`src/lirc_pkg.sv`:
```
// Constants, types and instruction codes of the instruction and reset controller
`default_nettype none
package lirc_pkg;
	localparam int CLK_MHZ = 200;
	localparam int CLEAR_CYCLES = 165;
	localparam int INSTR_CYCLES = 3;
	localparam int INIT_TIME_US = 2000;
	localparam int INIT_CYCLES = INIT_TIME_US * CLK_MHZ;
	localparam int PTR_W = 7;
	localparam logic [PTR_W-1:0] PTR_RESET = 7'h00;
	localparam int CTRL_MORE_BIT = 7;
	localparam int CTRL_RS_BIT = 6;
	localparam logic [5:0] CTRL_ZERO = 6'h00;
	localparam logic [7:0] OP_CLEAR = 8'h01;
	localparam logic [7:0] OP_HOME = 8'h02;
	localparam logic [6:0] OP_ENTRY_PFX = 7'h01;
	localparam logic [4:0] OP_DISP_PFX = 5'h01;
	localparam logic [2:0] OP_FUNC_PFX = 3'h1;
	localparam logic [5:0] OP_TEMP_PFX = 6'h04;
	localparam logic [4:0] OP_ICON_PFX = 5'h01;
	localparam logic [5:0] OP_DCFG_PFX = 6'h01;
	localparam logic [6:0] OP_SCFG_PFX = 7'h01;
	localparam logic [0:0] OP_VLCD_PFX = 1'h1;
	localparam logic [6:0] VLCD_OFF = 7'h00;

	typedef enum logic [1:0]
	{
		ST_INIT = 2'b00,
		ST_IDLE = 2'b01,
		ST_EXEC = 2'b10
	} lirc_state_t;

	typedef enum logic [1:0]
	{
		SR_CTRL = 2'b00,
		SR_CMD = 2'b01,
		SR_DATA = 2'b10
	} lirc_ser_t;

	typedef struct packed
	{
		logic address_step_dir;
		logic display_follow_shift;
		logic display_on;
		logic cursor_on;
		logic cursor_blink;
		logic interface_width_sel;
		logic line_count_sel;
		logic mux_ratio_sel;
		logic extended_set_sel;
		logic icon_enable;
		logic icon_blink;
		logic screen_cfg;
		logic [1:0] display_cfg;
		logic temp_coeff_low;
		logic temp_coeff_high;
		logic [6:0] vlcd_a;
		logic [6:0] vlcd_b;
	} lirc_cfg_t;

	localparam lirc_cfg_t CFG_RESET = '{address_step_dir: 1'b1, interface_width_sel: 1'b1,
		vlcd_a: VLCD_OFF, vlcd_b: VLCD_OFF, default: '0};
endpackage
`default_nettype wire

```
`src/lirc_ctrl.sv`:
```
// Instruction decode, busy gating, reset sequence and serial framing
//
// Function
// - Reset performs full clear over RAM_DEPTH (128) cycles
// - Reset: increment, no shift, display off
// - Reset: 8-bit, one line, normal set, 1:18
// - Busy held high through 2 ms initialisation
// - Reset clears icon, config, temp, voltage levels
// - Reset ends returning serial framer to idle
// - Only instruction and data holding registers
// - Busy high throughout each instruction execution
// - Status read served while idle or executing, not during init
// - Instructions arriving while busy are discarded
// - Data access steps pointer by one
// - Follow shift accompanies each data write
// - Serial: control byte then command byte
// - Serial direction comes from address bit
// - Function set loads width, lines, mux, set
// - Status read returns busy and pointer
// - Data read returns RAM byte, 3 cycles
// - Data write stores RAM byte, 3 cycles
// - Clear blanks display, pointer zero, 165 cycles
// - Entry mode sets step and shift
// - Display off enters power-down
`default_nettype none
module lirc_ctrl #(
	parameter int INIT_CYCLES = lirc_pkg::INIT_CYCLES,
	parameter int RAM_DEPTH = 128
) (
	// Clock and reset
	input wire logic CLK_SYS,
	input wire logic NRST,
	input wire logic CE,
	// Parallel host port
	input wire logic PAR_STB,
	input wire logic PAR_RS,
	input wire logic PAR_READ,
	input wire logic [7:0] PAR_DIN,
	// Serial byte port, after address phase
	input wire logic SER_START,
	input wire logic SER_READ,
	input wire logic SER_STB,
	input wire logic [7:0] SER_DIN,
	input wire logic SER_RD_STB,
	// Answers
	output logic [7:0] DOUT,
	output logic DOUT_VALID,
	output logic BUSY,
	output logic [6:0] RAM_POINTER,
	output logic DISPLAY_SHIFT,
	output logic POWER_DOWN,
	output lirc_pkg::lirc_cfg_t CFG,
	output logic SER_IDLE
);
	////////////////////////////////////////////////////////////////
	logic [7:0] ram [RAM_DEPTH];
	lirc_pkg::lirc_state_t st_r, st_nxt;
	lirc_pkg::lirc_ser_t ser_r, ser_nxt;
	lirc_pkg::lirc_cfg_t cfg_r, cfg_nxt;
	logic [31:0] cnt_r, cnt_nxt;
	logic [7:0] instr_holding_reg_r, instr_holding_reg_nxt;
	logic [7:0] data_holding_reg_r, data_holding_reg_nxt;
	logic [6:0] ptr_r, ptr_nxt;
	logic [7:0] dout_r, dout_nxt;
	logic dval_r, dval_nxt, shift_r, shift_nxt, ser_rs_r, ser_rs_nxt;
	logic clr_r, clr_nxt, clr_run_r, clr_run_nxt;
	logic [6:0] clr_idx_r, clr_idx_nxt;
	logic wr_ram, req, req_rs, req_rd;
	logic [7:0] req_d;
	logic [6:0] ptr_step;

	////////////////////////////////////////////////////////////////
	// Request merge; serial direction from address bit
	always_comb
	begin
		req = 1'b0;
		req_rs = PAR_RS;
		req_rd = PAR_READ;
		req_d = PAR_DIN;
		ser_nxt = ser_r;
		ser_rs_nxt = ser_rs_r;
		if (SER_START)
			ser_nxt = lirc_pkg::SR_CTRL;
		else if (SER_READ && SER_RD_STB)
		begin
			req = 1'b1;
			req_rs = ser_rs_r;
			req_rd = 1'b1;
		end
		else if (SER_STB)
		begin
			case (ser_r)
				lirc_pkg::SR_CTRL:
				begin
					ser_rs_nxt = SER_DIN[lirc_pkg::CTRL_RS_BIT];
					ser_nxt = SER_DIN[lirc_pkg::CTRL_MORE_BIT] ? lirc_pkg::SR_CMD
						: lirc_pkg::SR_DATA;
				end
				lirc_pkg::SR_CMD:
				begin
					req = 1'b1;
					req_rs = ser_rs_r;
					req_rd = 1'b0;
					req_d = SER_DIN;
					ser_nxt = lirc_pkg::SR_CTRL;
				end
				lirc_pkg::SR_DATA:
				begin
					req = 1'b1;
					req_rs = ser_rs_r;
					req_rd = 1'b0;
					req_d = SER_DIN;
				end
				default: ser_nxt = lirc_pkg::SR_CTRL;
			endcase
		end
		else if (PAR_STB)
			req = 1'b1;
	end

	////////////////////////////////////////////////////////////////
	assign ptr_step = cfg_r.address_step_dir ? 7'(ptr_r + 7'h01) : 7'(ptr_r - 7'h01);

	always_comb
	begin
		st_nxt = st_r;
		cfg_nxt = cfg_r;
		cnt_nxt = cnt_r;
		ptr_nxt = ptr_r;
		instr_holding_reg_nxt = instr_holding_reg_r;
		data_holding_reg_nxt = data_holding_reg_r;
		dout_nxt = dout_r;
		dval_nxt = 1'b0;
		shift_nxt = 1'b0;
		wr_ram = 1'b0;
		clr_nxt = 1'b0;
		case (st_r)
			lirc_pkg::ST_INIT:
			begin
				if (cnt_r >= 32'(INIT_CYCLES - 1) && !clr_r && !clr_run_r)
				begin
					st_nxt = lirc_pkg::ST_IDLE;
					cnt_nxt = '0;
				end
				else
					cnt_nxt = cnt_r + 32'h1;
			end
			lirc_pkg::ST_IDLE, lirc_pkg::ST_EXEC:
			begin
				if (st_r == lirc_pkg::ST_EXEC)
				begin
					if (cnt_r <= 32'h1)
						st_nxt = lirc_pkg::ST_IDLE;
					cnt_nxt = cnt_r - 32'h1;
				end
				if (req && !req_rs && req_rd)
				begin
					dout_nxt = {BUSY, ptr_r};
					dval_nxt = 1'b1;
				end
				else if (req && st_r == lirc_pkg::ST_IDLE)
				begin
					st_nxt = lirc_pkg::ST_EXEC;
					cnt_nxt = 32'(lirc_pkg::INSTR_CYCLES);
					if (req_rs && req_rd)
					begin
						dout_nxt = ram[ptr_r];
						dval_nxt = 1'b1;
						ptr_nxt = ptr_step;
					end
					else if (req_rs)
					begin
						data_holding_reg_nxt = req_d;
						wr_ram = 1'b1;
						ptr_nxt = ptr_step;
						shift_nxt = cfg_r.display_follow_shift;
					end
					else
					begin
						instr_holding_reg_nxt = req_d;
						if (req_d == lirc_pkg::OP_CLEAR)
						begin
							clr_nxt = 1'b1;
							ptr_nxt = lirc_pkg::PTR_RESET;
							cnt_nxt = 32'(lirc_pkg::CLEAR_CYCLES);
						end
						else if (!cfg_r.extended_set_sel)
						begin
							if (req_d[7:1] == lirc_pkg::OP_HOME[7:1])
								ptr_nxt = lirc_pkg::PTR_RESET;
							else if (req_d[7:2] == lirc_pkg::OP_ENTRY_PFX[5:0])
							begin
								cfg_nxt.address_step_dir = req_d[1];
								cfg_nxt.display_follow_shift = req_d[0];
							end
							else if (req_d[7:3] == lirc_pkg::OP_DISP_PFX)
							begin
								cfg_nxt.display_on = req_d[2];
								cfg_nxt.cursor_on = req_d[1];
								cfg_nxt.cursor_blink = req_d[0];
							end
							else if (req_d[7] == 1'b1)
								ptr_nxt = req_d[6:0];
						end
						else
						begin
							if (req_d[7:1] == lirc_pkg::OP_SCFG_PFX)
								cfg_nxt.screen_cfg = req_d[0];
							else if (req_d[7:2] == lirc_pkg::OP_DCFG_PFX)
								cfg_nxt.display_cfg = req_d[1:0];
							else if (req_d[7:3] == lirc_pkg::OP_ICON_PFX)
							begin
								cfg_nxt.icon_enable = req_d[2];
								cfg_nxt.icon_blink = req_d[1];
							end
							else if (req_d[7:2] == lirc_pkg::OP_TEMP_PFX)
							begin
								cfg_nxt.temp_coeff_low = req_d[1];
								cfg_nxt.temp_coeff_high = req_d[0];
							end
							else if (req_d[7] == lirc_pkg::OP_VLCD_PFX)
							begin
								if (req_d[6])
									cfg_nxt.vlcd_b = {1'b0, req_d[5:0]};
								else
									cfg_nxt.vlcd_a = {1'b0, req_d[5:0]};
							end
						end
						if (req_d[7:5] == lirc_pkg::OP_FUNC_PFX && !req_d[3])
						begin
							cfg_nxt.interface_width_sel = req_d[4];
							cfg_nxt.line_count_sel = req_d[2];
							cfg_nxt.mux_ratio_sel = req_d[1];
							cfg_nxt.extended_set_sel = req_d[0];
						end
					end
				end
			end
			default: st_nxt = lirc_pkg::ST_IDLE;
		endcase
	end

	////////////////////////////////////////////////////////////////
	// Clear sweep over the text RAM
	always_comb
	begin
		clr_run_nxt = clr_run_r;
		clr_idx_nxt = clr_idx_r;
		if (clr_r)
		begin
			clr_run_nxt = 1'b1;
			clr_idx_nxt = '0;
		end
		else if (clr_run_r)
		begin
			clr_idx_nxt = 7'(clr_idx_r + 7'h01);
			clr_run_nxt = (clr_idx_r != 7'(RAM_DEPTH - 1));
		end
	end

	always_ff @(posedge CLK_SYS)
	begin
		if (!NRST)
		begin
			st_r <= lirc_pkg::ST_INIT;
			ser_r <= lirc_pkg::SR_CTRL;
			ser_rs_r <= 1'b0;
			cfg_r <= lirc_pkg::CFG_RESET;
			cnt_r <= '0;
			ptr_r <= lirc_pkg::PTR_RESET;
			instr_holding_reg_r <= 8'h00;
			data_holding_reg_r <= 8'h00;
			dout_r <= 8'h00;
			dval_r <= 1'b0;
			shift_r <= 1'b0;
			clr_r <= 1'b1;
			clr_run_r <= 1'b0;
			clr_idx_r <= '0;
		end
		else if (CE)
		begin
			st_r <= st_nxt;
			ser_r <= ser_nxt;
			ser_rs_r <= ser_rs_nxt;
			cfg_r <= cfg_nxt;
			cnt_r <= cnt_nxt;
			ptr_r <= ptr_nxt;
			instr_holding_reg_r <= instr_holding_reg_nxt;
			data_holding_reg_r <= data_holding_reg_nxt;
			dout_r <= dout_nxt;
			dval_r <= dval_nxt;
			shift_r <= shift_nxt;
			clr_r <= clr_nxt;
			clr_run_r <= clr_run_nxt;
			clr_idx_r <= clr_idx_nxt;
		end
	end

	always_ff @(posedge CLK_SYS)
	begin
		if (CE && clr_run_r)
			ram[clr_idx_r] <= 8'h20;
		else if (CE && wr_ram)
			ram[ptr_r] <= req_d;
	end

	assign BUSY = (st_r != lirc_pkg::ST_IDLE);
	assign RAM_POINTER = ptr_r;
	assign DOUT = dout_r;
	assign DOUT_VALID = dval_r;
	assign DISPLAY_SHIFT = shift_r;
	assign POWER_DOWN = !cfg_r.display_on;
	assign CFG = cfg_r;
	assign SER_IDLE = (ser_r == lirc_pkg::SR_CTRL);

	////////////////////////////////////////////////////////////////
	busy_exec_a: assert property (@(posedge CLK_SYS) disable iff (!NRST)
		CE && req && !BUSY && !(!req_rs && req_rd) |=> BUSY)
		else $error("busy not raised on instruction");
	busy_drop_a: assert property (@(posedge CLK_SYS) disable iff (!NRST)
		CE && req && !BUSY && req_rs && !req_rd ##1 CE [*3] |=> !BUSY)
		else $error("data write not three cycles");
	discard_a: assert property (@(posedge CLK_SYS) disable iff (!NRST)
		CE && BUSY && req && req_rs && !req_rd |=> $stable(data_holding_reg_r))
		else $error("instruction taken while busy");
	status_a: assert property (@(posedge CLK_SYS) disable iff (!NRST)
		CE && req && !req_rs && req_rd |=> DOUT == {$past(BUSY), $past(ptr_r)})
		else $error("status read wrong");
	step_a: assert property (@(posedge CLK_SYS) disable iff (!NRST)
		CE && req && !BUSY && req_rs && !req_rd && cfg_r.address_step_dir
		|=> ptr_r == 7'($past(ptr_r) + 7'h01))
		else $error("pointer not stepped");
	follow_a: assert property (@(posedge CLK_SYS) disable iff (!NRST)
		CE && req && !BUSY && req_rs && !req_rd |=> DISPLAY_SHIFT == $past(cfg_r.display_follow_shift))
		else $error("follow shift missing");
	clear_ptr_a: assert property (@(posedge CLK_SYS) disable iff (!NRST)
		CE && req && !BUSY && !req_rs && !req_rd && req_d == lirc_pkg::OP_CLEAR
		|=> ptr_r == lirc_pkg::PTR_RESET && BUSY)
		else $error("clear did not zero pointer");
	power_a: assert property (@(posedge CLK_SYS) disable iff (!NRST)
		CE && req && !BUSY && !req_rs && !req_rd && !cfg_r.extended_set_sel
		&& req_d[7:3] == lirc_pkg::OP_DISP_PFX && !req_d[2] |=> POWER_DOWN)
		else $error("display off not power down");
	reset_cfg_a: assert property (@(posedge CLK_SYS) $rose(NRST) |-> CFG == lirc_pkg::CFG_RESET
		&& BUSY && SER_IDLE)
		else $error("reset state wrong");
	cov_write_c: cover property (@(posedge CLK_SYS) CE && req && !BUSY && req_rs && !req_rd);
	cov_read_c: cover property (@(posedge CLK_SYS) CE && req && !BUSY && req_rs && req_rd);
	cov_drop_c: cover property (@(posedge CLK_SYS) CE && req && BUSY && req_rs);
	cov_ser_c: cover property (@(posedge CLK_SYS) CE && SER_STB && ser_r == lirc_pkg::SR_CMD);
endmodule
`default_nettype wire

```
`config.mk`:
```
export PLATFORM = sky130hd
export DESIGN_NAME = lirc_ctrl
export DESIGN_NICKNAME = d
export VERILOG_FILES = /design/src/lirc_pkg.sv /design/src/lirc_ctrl.sv
export SDC_FILE = /design/constraint.sdc
export NUM_CORES = 1
export LEC_CHECK = 0
export ABC_AREA = 0
export BUFFER_PORTS_ARGS = -buffer_cell sky130_fd_sc_hd__clkbuf_2
export CORE_MARGIN = 1.5
export CORE_UTILIZATION = 55
export DETAILED_ROUTE_END_ITERATION = 10
export PLACE_DENSITY = 0.78
export SYNTH_ARGS = -nofsm -noshare
export SYNTH_HDL_FRONTEND = slang
export SYNTH_SLANG_ARGS = --single-unit
```
`constraint.sdc`:
```
create_clock -name CLK_SYS -period 6.15 [get_ports CLK_SYS]
set_input_delay 0.9225 -clock CLK_SYS [delete_from_list [all_inputs] [get_ports CLK_SYS]]
set_output_delay 0.9225 -clock CLK_SYS [all_outputs]
set_load 0.01 [all_outputs]
```
# Word level (Yosys, flattened, before mapping)
# Memories as Yosys holds them, arrays and structs flattened. A register that Yosys moved wholly into a read port is not among the register bits.
# Index checks and enable logic that the tools add are counted.
[op_classes]
addsub = 5
bitwise_logic = 12
n_reduce_logical = 42
magnitude_cmp = 2
eq_ne = 18
mux = 82
[op_table]
columns = ["operator", "count"]
rows = [
  ["$mux W32", 4],
  ["$mux W7", 14],
  ["$mux W8", 11],
  ["$pmux W32 S2", 1],
  ["$mux W1", 41],
  ["$add A32 B1 Y32 const B", 1],
  ["$ge A32 B19 Y1 const B", 1],
  ["$le A32 B1 Y1 const B", 1],
  ["$sub A32 B1 Y32 const B", 1],
  ["$reduce_and A14 Y1", 2],
  ["$reduce_and A11 Y1", 2],
  ["$reduce_and A10 Y1", 2],
  ["$mux W2", 9],
  ["$add A7 B1 Y7 const B", 2],
  ["$not A1 Y1", 12],
  ["$reduce_and A12 Y1", 1],
  ["$logic_and A1 B1 Y1", 10],
  ["$ne A5 B5 Y1 const B", 2],
  ["$reduce_bool A2 Y1", 5],
  ["$reduce_and A9 Y1", 1],
  ["$eq A8 B1 Y1 const B", 1],
  ["$pmux W2 S2", 2],
  ["$reduce_and A4 Y1", 2],
  ["$reduce_and A8 Y1", 1],
  ["20 further kinds", 32],
]
[totals]
regBits = 91
in_bits = 26
mem_bits_rw = 1024
out_inout_bits = 50
word_cells = 190
n_memories = 1
[mem_list]
columns = ["name", "words", "word_bits", "rd", "rd_ports_with_merged_regs", "wr", "line_no", "rtl"]
rows = [
  ["ram", 128, 8, 1, 1, 1, "lirc_ctrl.sv:56", "logic [7:0] ram [RAM_DEPTH];"],
]

# Logic depth before layout (Yosys ltp)
[depth]
depth_word = 17
ltp_mapped = 12
depth_no_buf = 9

# Worst setup path after synthesis
# No wires, ideal clock.
[synth_timing]
kind = "input -> register"
startpoint = "input port SER_STB"
endpoint = "memory ram[0][0], data pin"
path_buffers = 0
setup_slack_ns = -0.240
arrival_ns = 5.500
setup_ns = 0.889
required_ns = 5.261
cell_stages = 4
path_cell_list = "nand2b_1 > a2111oi_4 > nand4_1 > a21oi_1"
[synth_via]
elab_chain_len = 14
word_cells_on_any_way = 28
classes_between = "mux (21); reduce/logical (7)"
[synth_lines]
columns = ["element", "line_no", "rtl"]
rows = [
  ["from (decl)", "lirc_ctrl.sv:42", "input wire logic SER_STB,"],
  ["$mux W1", "lirc_ctrl.sv:90", "else if (SER_STB)"],
  ["$mux W1", "lirc_ctrl.sv:84", "else if (SER_READ && SER_RD_STB)"],
  ["$mux W1", "lirc_ctrl.sv:82", "if (SER_START)"],
  ["$mux W1 (tied with other cells)", "lirc_ctrl.sv:171", "else if (req_rs)"],
  ["$mux W1 or $logic_and A1 B1 Y1 (tied branches)", "lirc_ctrl.sv:165, lirc_ctrl.sv:156", ""],
  ["$mux W1 or $logic_and A1 B1 Y1 (tied branches)", "lirc_ctrl.sv:161, lirc_ctrl.sv:156", ""],
  ["$mux W1", "lirc_ctrl.sv:156", "if (req && !req_rs && req_rd)"],
  ["$mux W1", "lirc_ctrl.sv:137", "case (st_r)"],
  ["$logic_and A1 B1 Y1", "lirc_ctrl.sv:303", "else if (CE && wr_ram)"],
  ["$mux W1", "lirc_ctrl.sv:303", ""],
  ["$mux W1", "lirc_ctrl.sv:301", "if (CE && clr_run_r)"],
  ["$mux W1 (not written as such)", "lirc_ctrl.sv:304", "ram[ptr_r] <= req_d;"],
  ["$reduce_or A8 Y1 (no line)", "-", ""],
  ["$mux W8 (no line) (*)", "-", ""],
  ["to (decl)", "lirc_ctrl.sv:56", ""],
]
# Mark *: on every way between the ends. The rest lies on a longest branch, timed or not.

# Worst setup path in the final report
[layout_timing]
startpoint = "register ser_r[0]"
endpoint = "memory ram[83][4], enable pin"
[layout_via]
elab_chain_len = 17
word_cells_on_any_way = 32
classes_between = "eq/ne (2); mux (22); reduce/logical (8)"
[layout_lines]
columns = ["element", "line_no", "rtl"]
rows = [
  ["from (decl)", "lirc_ctrl.sv:58", "lirc_pkg::lirc_ser_t ser_r, ser_nxt;"],
  ["from (signal assigned)", "lirc_ctrl.sv:266", "ser_r <= lirc_pkg::SR_CTRL;"],
  ["from (signal assigned)", "lirc_ctrl.sv:283", "ser_r <= ser_nxt;"],
  ["$eq A2 B2 Y1 or $eq A2 B1 Y1 (tied branches)", "lirc_ctrl.sv:92", "case (ser_r)"],
  ["$reduce_or A2 Y1 (no line) (*)", "-", ""],
  ["$mux W1", "lirc_ctrl.sv:92", ""],
  ["$mux W1", "lirc_ctrl.sv:90", ""],
  ["$mux W1", "lirc_ctrl.sv:84", ""],
  ["$mux W1", "lirc_ctrl.sv:82", ""],
  ["$mux W1 (tied with other cells)", "lirc_ctrl.sv:171", ""],
  ["$mux W1 or $logic_and A1 B1 Y1 (tied branches)", "lirc_ctrl.sv:165, lirc_ctrl.sv:156", ""],
  ["$mux W1 or $logic_and A1 B1 Y1 (tied branches)", "lirc_ctrl.sv:161, lirc_ctrl.sv:156", ""],
  ["$mux W1 (*)", "lirc_ctrl.sv:156", ""],
  ["$mux W1 (*)", "lirc_ctrl.sv:137", ""],
  ["$logic_and A1 B1 Y1 (*)", "lirc_ctrl.sv:303", ""],
  ["$mux W1 (*)", "lirc_ctrl.sv:303", ""],
  ["$mux W1 (*)", "lirc_ctrl.sv:301", ""],
  ["$mux W1 (not written as such) (*)", "lirc_ctrl.sv:304", ""],
  ["$reduce_or A8 Y1 (no line)", "-", ""],
  ["$mux W7 (no line) or $mux W1 (tied branches)", "-", ""],
]
# Marks and branches as above.

==> flow_metrics.tcl <==
set metrics [dict create \
    synth_ff_type "edfxtp_1" \
    numCtsBuffers 103 \
    grt_usage_pct 28.3 \
    post_cts_buffers 0 \
    dr.pass1.iters 8 \
    start_kind "flip-flop" \
    netlist_area_um2 46100 \
    synth_cell_types 94 \
    synthToLayoutAreaGrowth_pct 10.9 \
    hpwl_um 73400 \
    drive_above_1_share_pct 20.6 \
    synth.avg_cell_area_um2 17.2 \
    clk_path_buf_depth 3 \
    leakagePower_nw 17.0 \
    worstSetupPathType "reg2reg" \
    async_flop_share_pct 0 \
    grt_antenna_before_repair 0 \
    crit_path_end_kind "flip-flop" \
    finalInstanceArea_um2 51100 \
    initial_utilization_pct 55.8 \
    setup_viol 0 \
    path_cells "inv_1 > ha_1 > a22oi_1 > a2111oi_4 > o2111a_1 > nand3_1 > o21ai_0 > nand2_2 > nor2_1" \
    cp_num_buf_inv 1 \
    place_congestion 0.935 \
    synth-seq-cells 1122 \
    grt_pass1_wl_um 177000 \
    antenna_left 0 \
    status "completed" \
    first_global_vias 26200 \
    netlist.top_cell.by_area "edfxtp_1" \
    rsz0062_at_grt "no" \
    ios 76 \
    fillers 5527 \
    final_nets 2808 \
    worst_pin_slew_ns 1.17 \
    drv_slew 0 \
    via_count 27200 \
    setup_ws_ns 1.33 \
    ys_seq_area_share_pct 71.0 \
    hold_path.class "reg2reg" \
    min_period_over_period_pct 78.3 \
    synthCells 2683 \
    tns_ns 0 \
    synth-edff-count 1024 \
    viasPerCell 6.93 \
    dr.first_iter.drc_count 3930 \
    seqCellArea_um2 32700 \
    routed_wl_um 122000 \
    dp.cells 3731 \
    die-area_um2 85500 \
    cap_violations 0 \
    root_buffer "clkbuf_16" \
    cpLargestDelayFamily "compound AO/OA/AOI/OAI gates" \
    synth_top_area_share_pct 66.7 \
    path_max_fanout 29 \
    relSlewSlack_pct 21.8 \
    p_per_area_nw_per_um2 286 \
    clkTransAtPathRegs_ns 0.06 \
    gr-total-overflow 0 \
    io_buffers 73 \
    ys_top_cells_by_area "edfxtp_1 (67%), mux4_2 (12%), dfxtp_1 (4.3%)" \
    finalClockSkew_ns 0.0228 \
    grt_max_degree 129 \
    place_ws_ns 1.15 \
    critical_path.max_stage_delay_ns 0.96 \
    ctsHoldBuffers 0 \
    drcViolationCount 0 \
    die_h_um 292 \
    timing.fmax_ghz 0.208 \
    clkLatencyLatePin_ns 0.68 \
    cp_slowest_cell "o2111a_1" \
    cts_resized 0 \
    hold_viol 0 \
    cts.sinks 1122 \
    min_period_ns 4.82 \
    core_um2 82500 \
    total_power_w 0.0146 \
    ir_drop_mv 0.262 \
    multiInputGateArea_um2 12600 \
    rows 105 \
    die_w_um 292 \
    place_area_um2 47800 \
    yosysWarnings 0 \
    wl_per_cell_um 31.0 \
    cts-htree-levels 3 \
    cp.arrival_ns 5.11 \
    worstPathRequired_ns 6.44 \
    cts_tree "yes" \
    fin_cells 3920 \
]
-- tightest hold or removal path, delay by kind of cell, from the launching register on --
family | cells | cell delay (ns)
flip-flops | 1 | 0.31
AND/OR/NAND/NOR | 1 | 0.05
AO/OA/AOI/OAI | 1 | 0.05
-- Yosys cell counts (7+ instances only) --
| library cell | number |
|---|---|
| nor2b_1 | 14 |
| nor4_1 | 16 |
| buf_2 | 43 |
| edfxtp_1 | 1024 |
| o2111ai_1 | 8 |
| ha_1 | 15 |
| a21oi_1 | 70 |
| buf_1 | 23 |
| o21ai_0 | 63 |
| xnor2_1 | 9 |
| nand3b_1 | 7 |
| mux2i_1 | 97 |
| a221oi_1 | 15 |
| a22oi_1 | 36 |
| nand3_1 | 48 |
| mux4_2 | 247 |
| a211oi_1 | 23 |
| o211ai_1 | 12 |
| a21o_1 | 8 |
| nor2_1 | 238 |
| o31ai_1 | 10 |
| or3_1 | 20 |
| nor3_1 | 34 |
| a22o_1 | 14 |
| clkbuf_1 | 81 |
| or4_1 | 7 |
| dfxtp_1 | 98 |
| a31oi_1 | 9 |
| nand2b_1 | 20 |
| and2_1 | 7 |
| and3_1 | 12 |
| or2_2 | 7 |
| xor2_1 | 11 |
| nand4_1 | 28 |
| nand2_1 | 137 |
| o22ai_1 | 33 |
| inv_1 | 24 |
-- cells by family (layout without fill, tap and decap cells) --
kind of cell,count (synthesis),after routing,synth area share [%]
AO/OA/AOI/OAI,375,375,5.77
XOR/XNOR,20,20,0.380
adder cells (fa/ha/maj),16,16,0.451
buffers and inverters,184,348,1.77
flip-flops,1122,1122,71.0
multiplexers,349,349,14.3
other,1,4,0.00814
AND/OR/NAND/NOR,616,616,6.31
-- power breakdown --
part           total [W]  switching, W  internal (W)
combinational   0.000128     0.0000926     0.0000355
sequential       0.00820    0.00000812       0.00820
clock            0.00627       0.00279       0.00348
-- path summary, 6_finish.rpt --
| check | from | to | slack, ns | cells after the start |
|---|---|---|---|---|
| hold / removal | CFG[12]$_SDFFE_PN0P_ | CFG[12]$_SDFFE_PN0P_ | 0.46 | 2 |
| hold reg to reg | CFG[12]$_SDFFE_PN0P_ | CFG[12]$_SDFFE_PN0P_ | 0.46 | 2 |
| setup / recovery | ser_r[0]$_SDFFE_PN0P_ | ram[83][4]$_DFFE_PP_ | 1.33 | 9 |
| setup reg to reg | ser_r[0]$_SDFFE_PN0P_ | ram[83][4]$_DFFE_PP_ | 1.33 | 9 |
-- cell type report --
class                           instances  area share (%)
Clock buffer                          133            5.41
Multi-Input combinational cell       1378            24.8
Clock inverter                         54            1.01
Antenna cell                            2         0.00980
Sequential cell                      1122            64.1
Inverter                               25           0.184
Tap cell                             1070            2.62
Timing Repair Buffer                  136            1.94
-- routing by layer --
layer / global-route usage (%) / vias to the layer above / wire length (um)
met5: 0 / - / 0
met2: 44.2 / 2126 / 57400
li1: - / 11000 / -
met1: 38.5 / 13700 / 44300
met3: 6.50 / 366 / 14200
met4: 12.0 / 0 / 5770
-- sequential cells by signal, indices dropped and copies added, names as in the netlist, named ones only --
| register | flops |
|---|---|
| clr_run_r | 1 |
| ser_r | 2 |
| ser_rs_r | 1 |
| CFG | 28 |
| RAM_POINTER | 7 |
| cnt_r | 32 |
| st_r | 2 |
| DOUT_VALID | 1 |
| clr_r | 1 |
| DISPLAY_SHIFT | 1 |
| ram | 1024 |
| DOUT | 8 |
| clr_idx_r | 7 |
-- metrics by stage --
| stage | utilization [%] | hold WS [ns] |
|---|---|---|
| 3_3_place_gp | 57.9 | 0.444 |
| 2_1_floorplan | - | 0.449 |
| 5_1_grt | 61.9 | 0.496 |
| 6_report | 61.9 | 0.463 |
| 3_5_place_dp | 57.9 | 0.456 |
| 4_1_cts | 61.9 | 0.464 |
-- cell usage in the layout, fill, tap and decap left out, drive strengths merged, types with 6 or more instances in the layout --
master and n:
nor3 35, dfxtp 98, o211ai 13, mux2i 97
bufinv 7, edfxtp 1024, xor2 11, or3 20
a221oi 16, or4 9, mux4 247, o2111ai 8
nand3b 7, nand2b 20, or2 7, nand4 28
o31ai 10, xnor2 9, nor2 239, ha 15
nor4 17, o21ai 67, buf 63, a21oi 70
o22ai 33, and2 7, and3 12, nand2 137
a22oi 38, o21a 6, a311oi 9, nand3 48
a211oi 24, nor2b 14, a31oi 9, inv 28
clkinv 39, a22o 14, clkbuf 206, a21o 8
(Power assumes the default switching activity.)
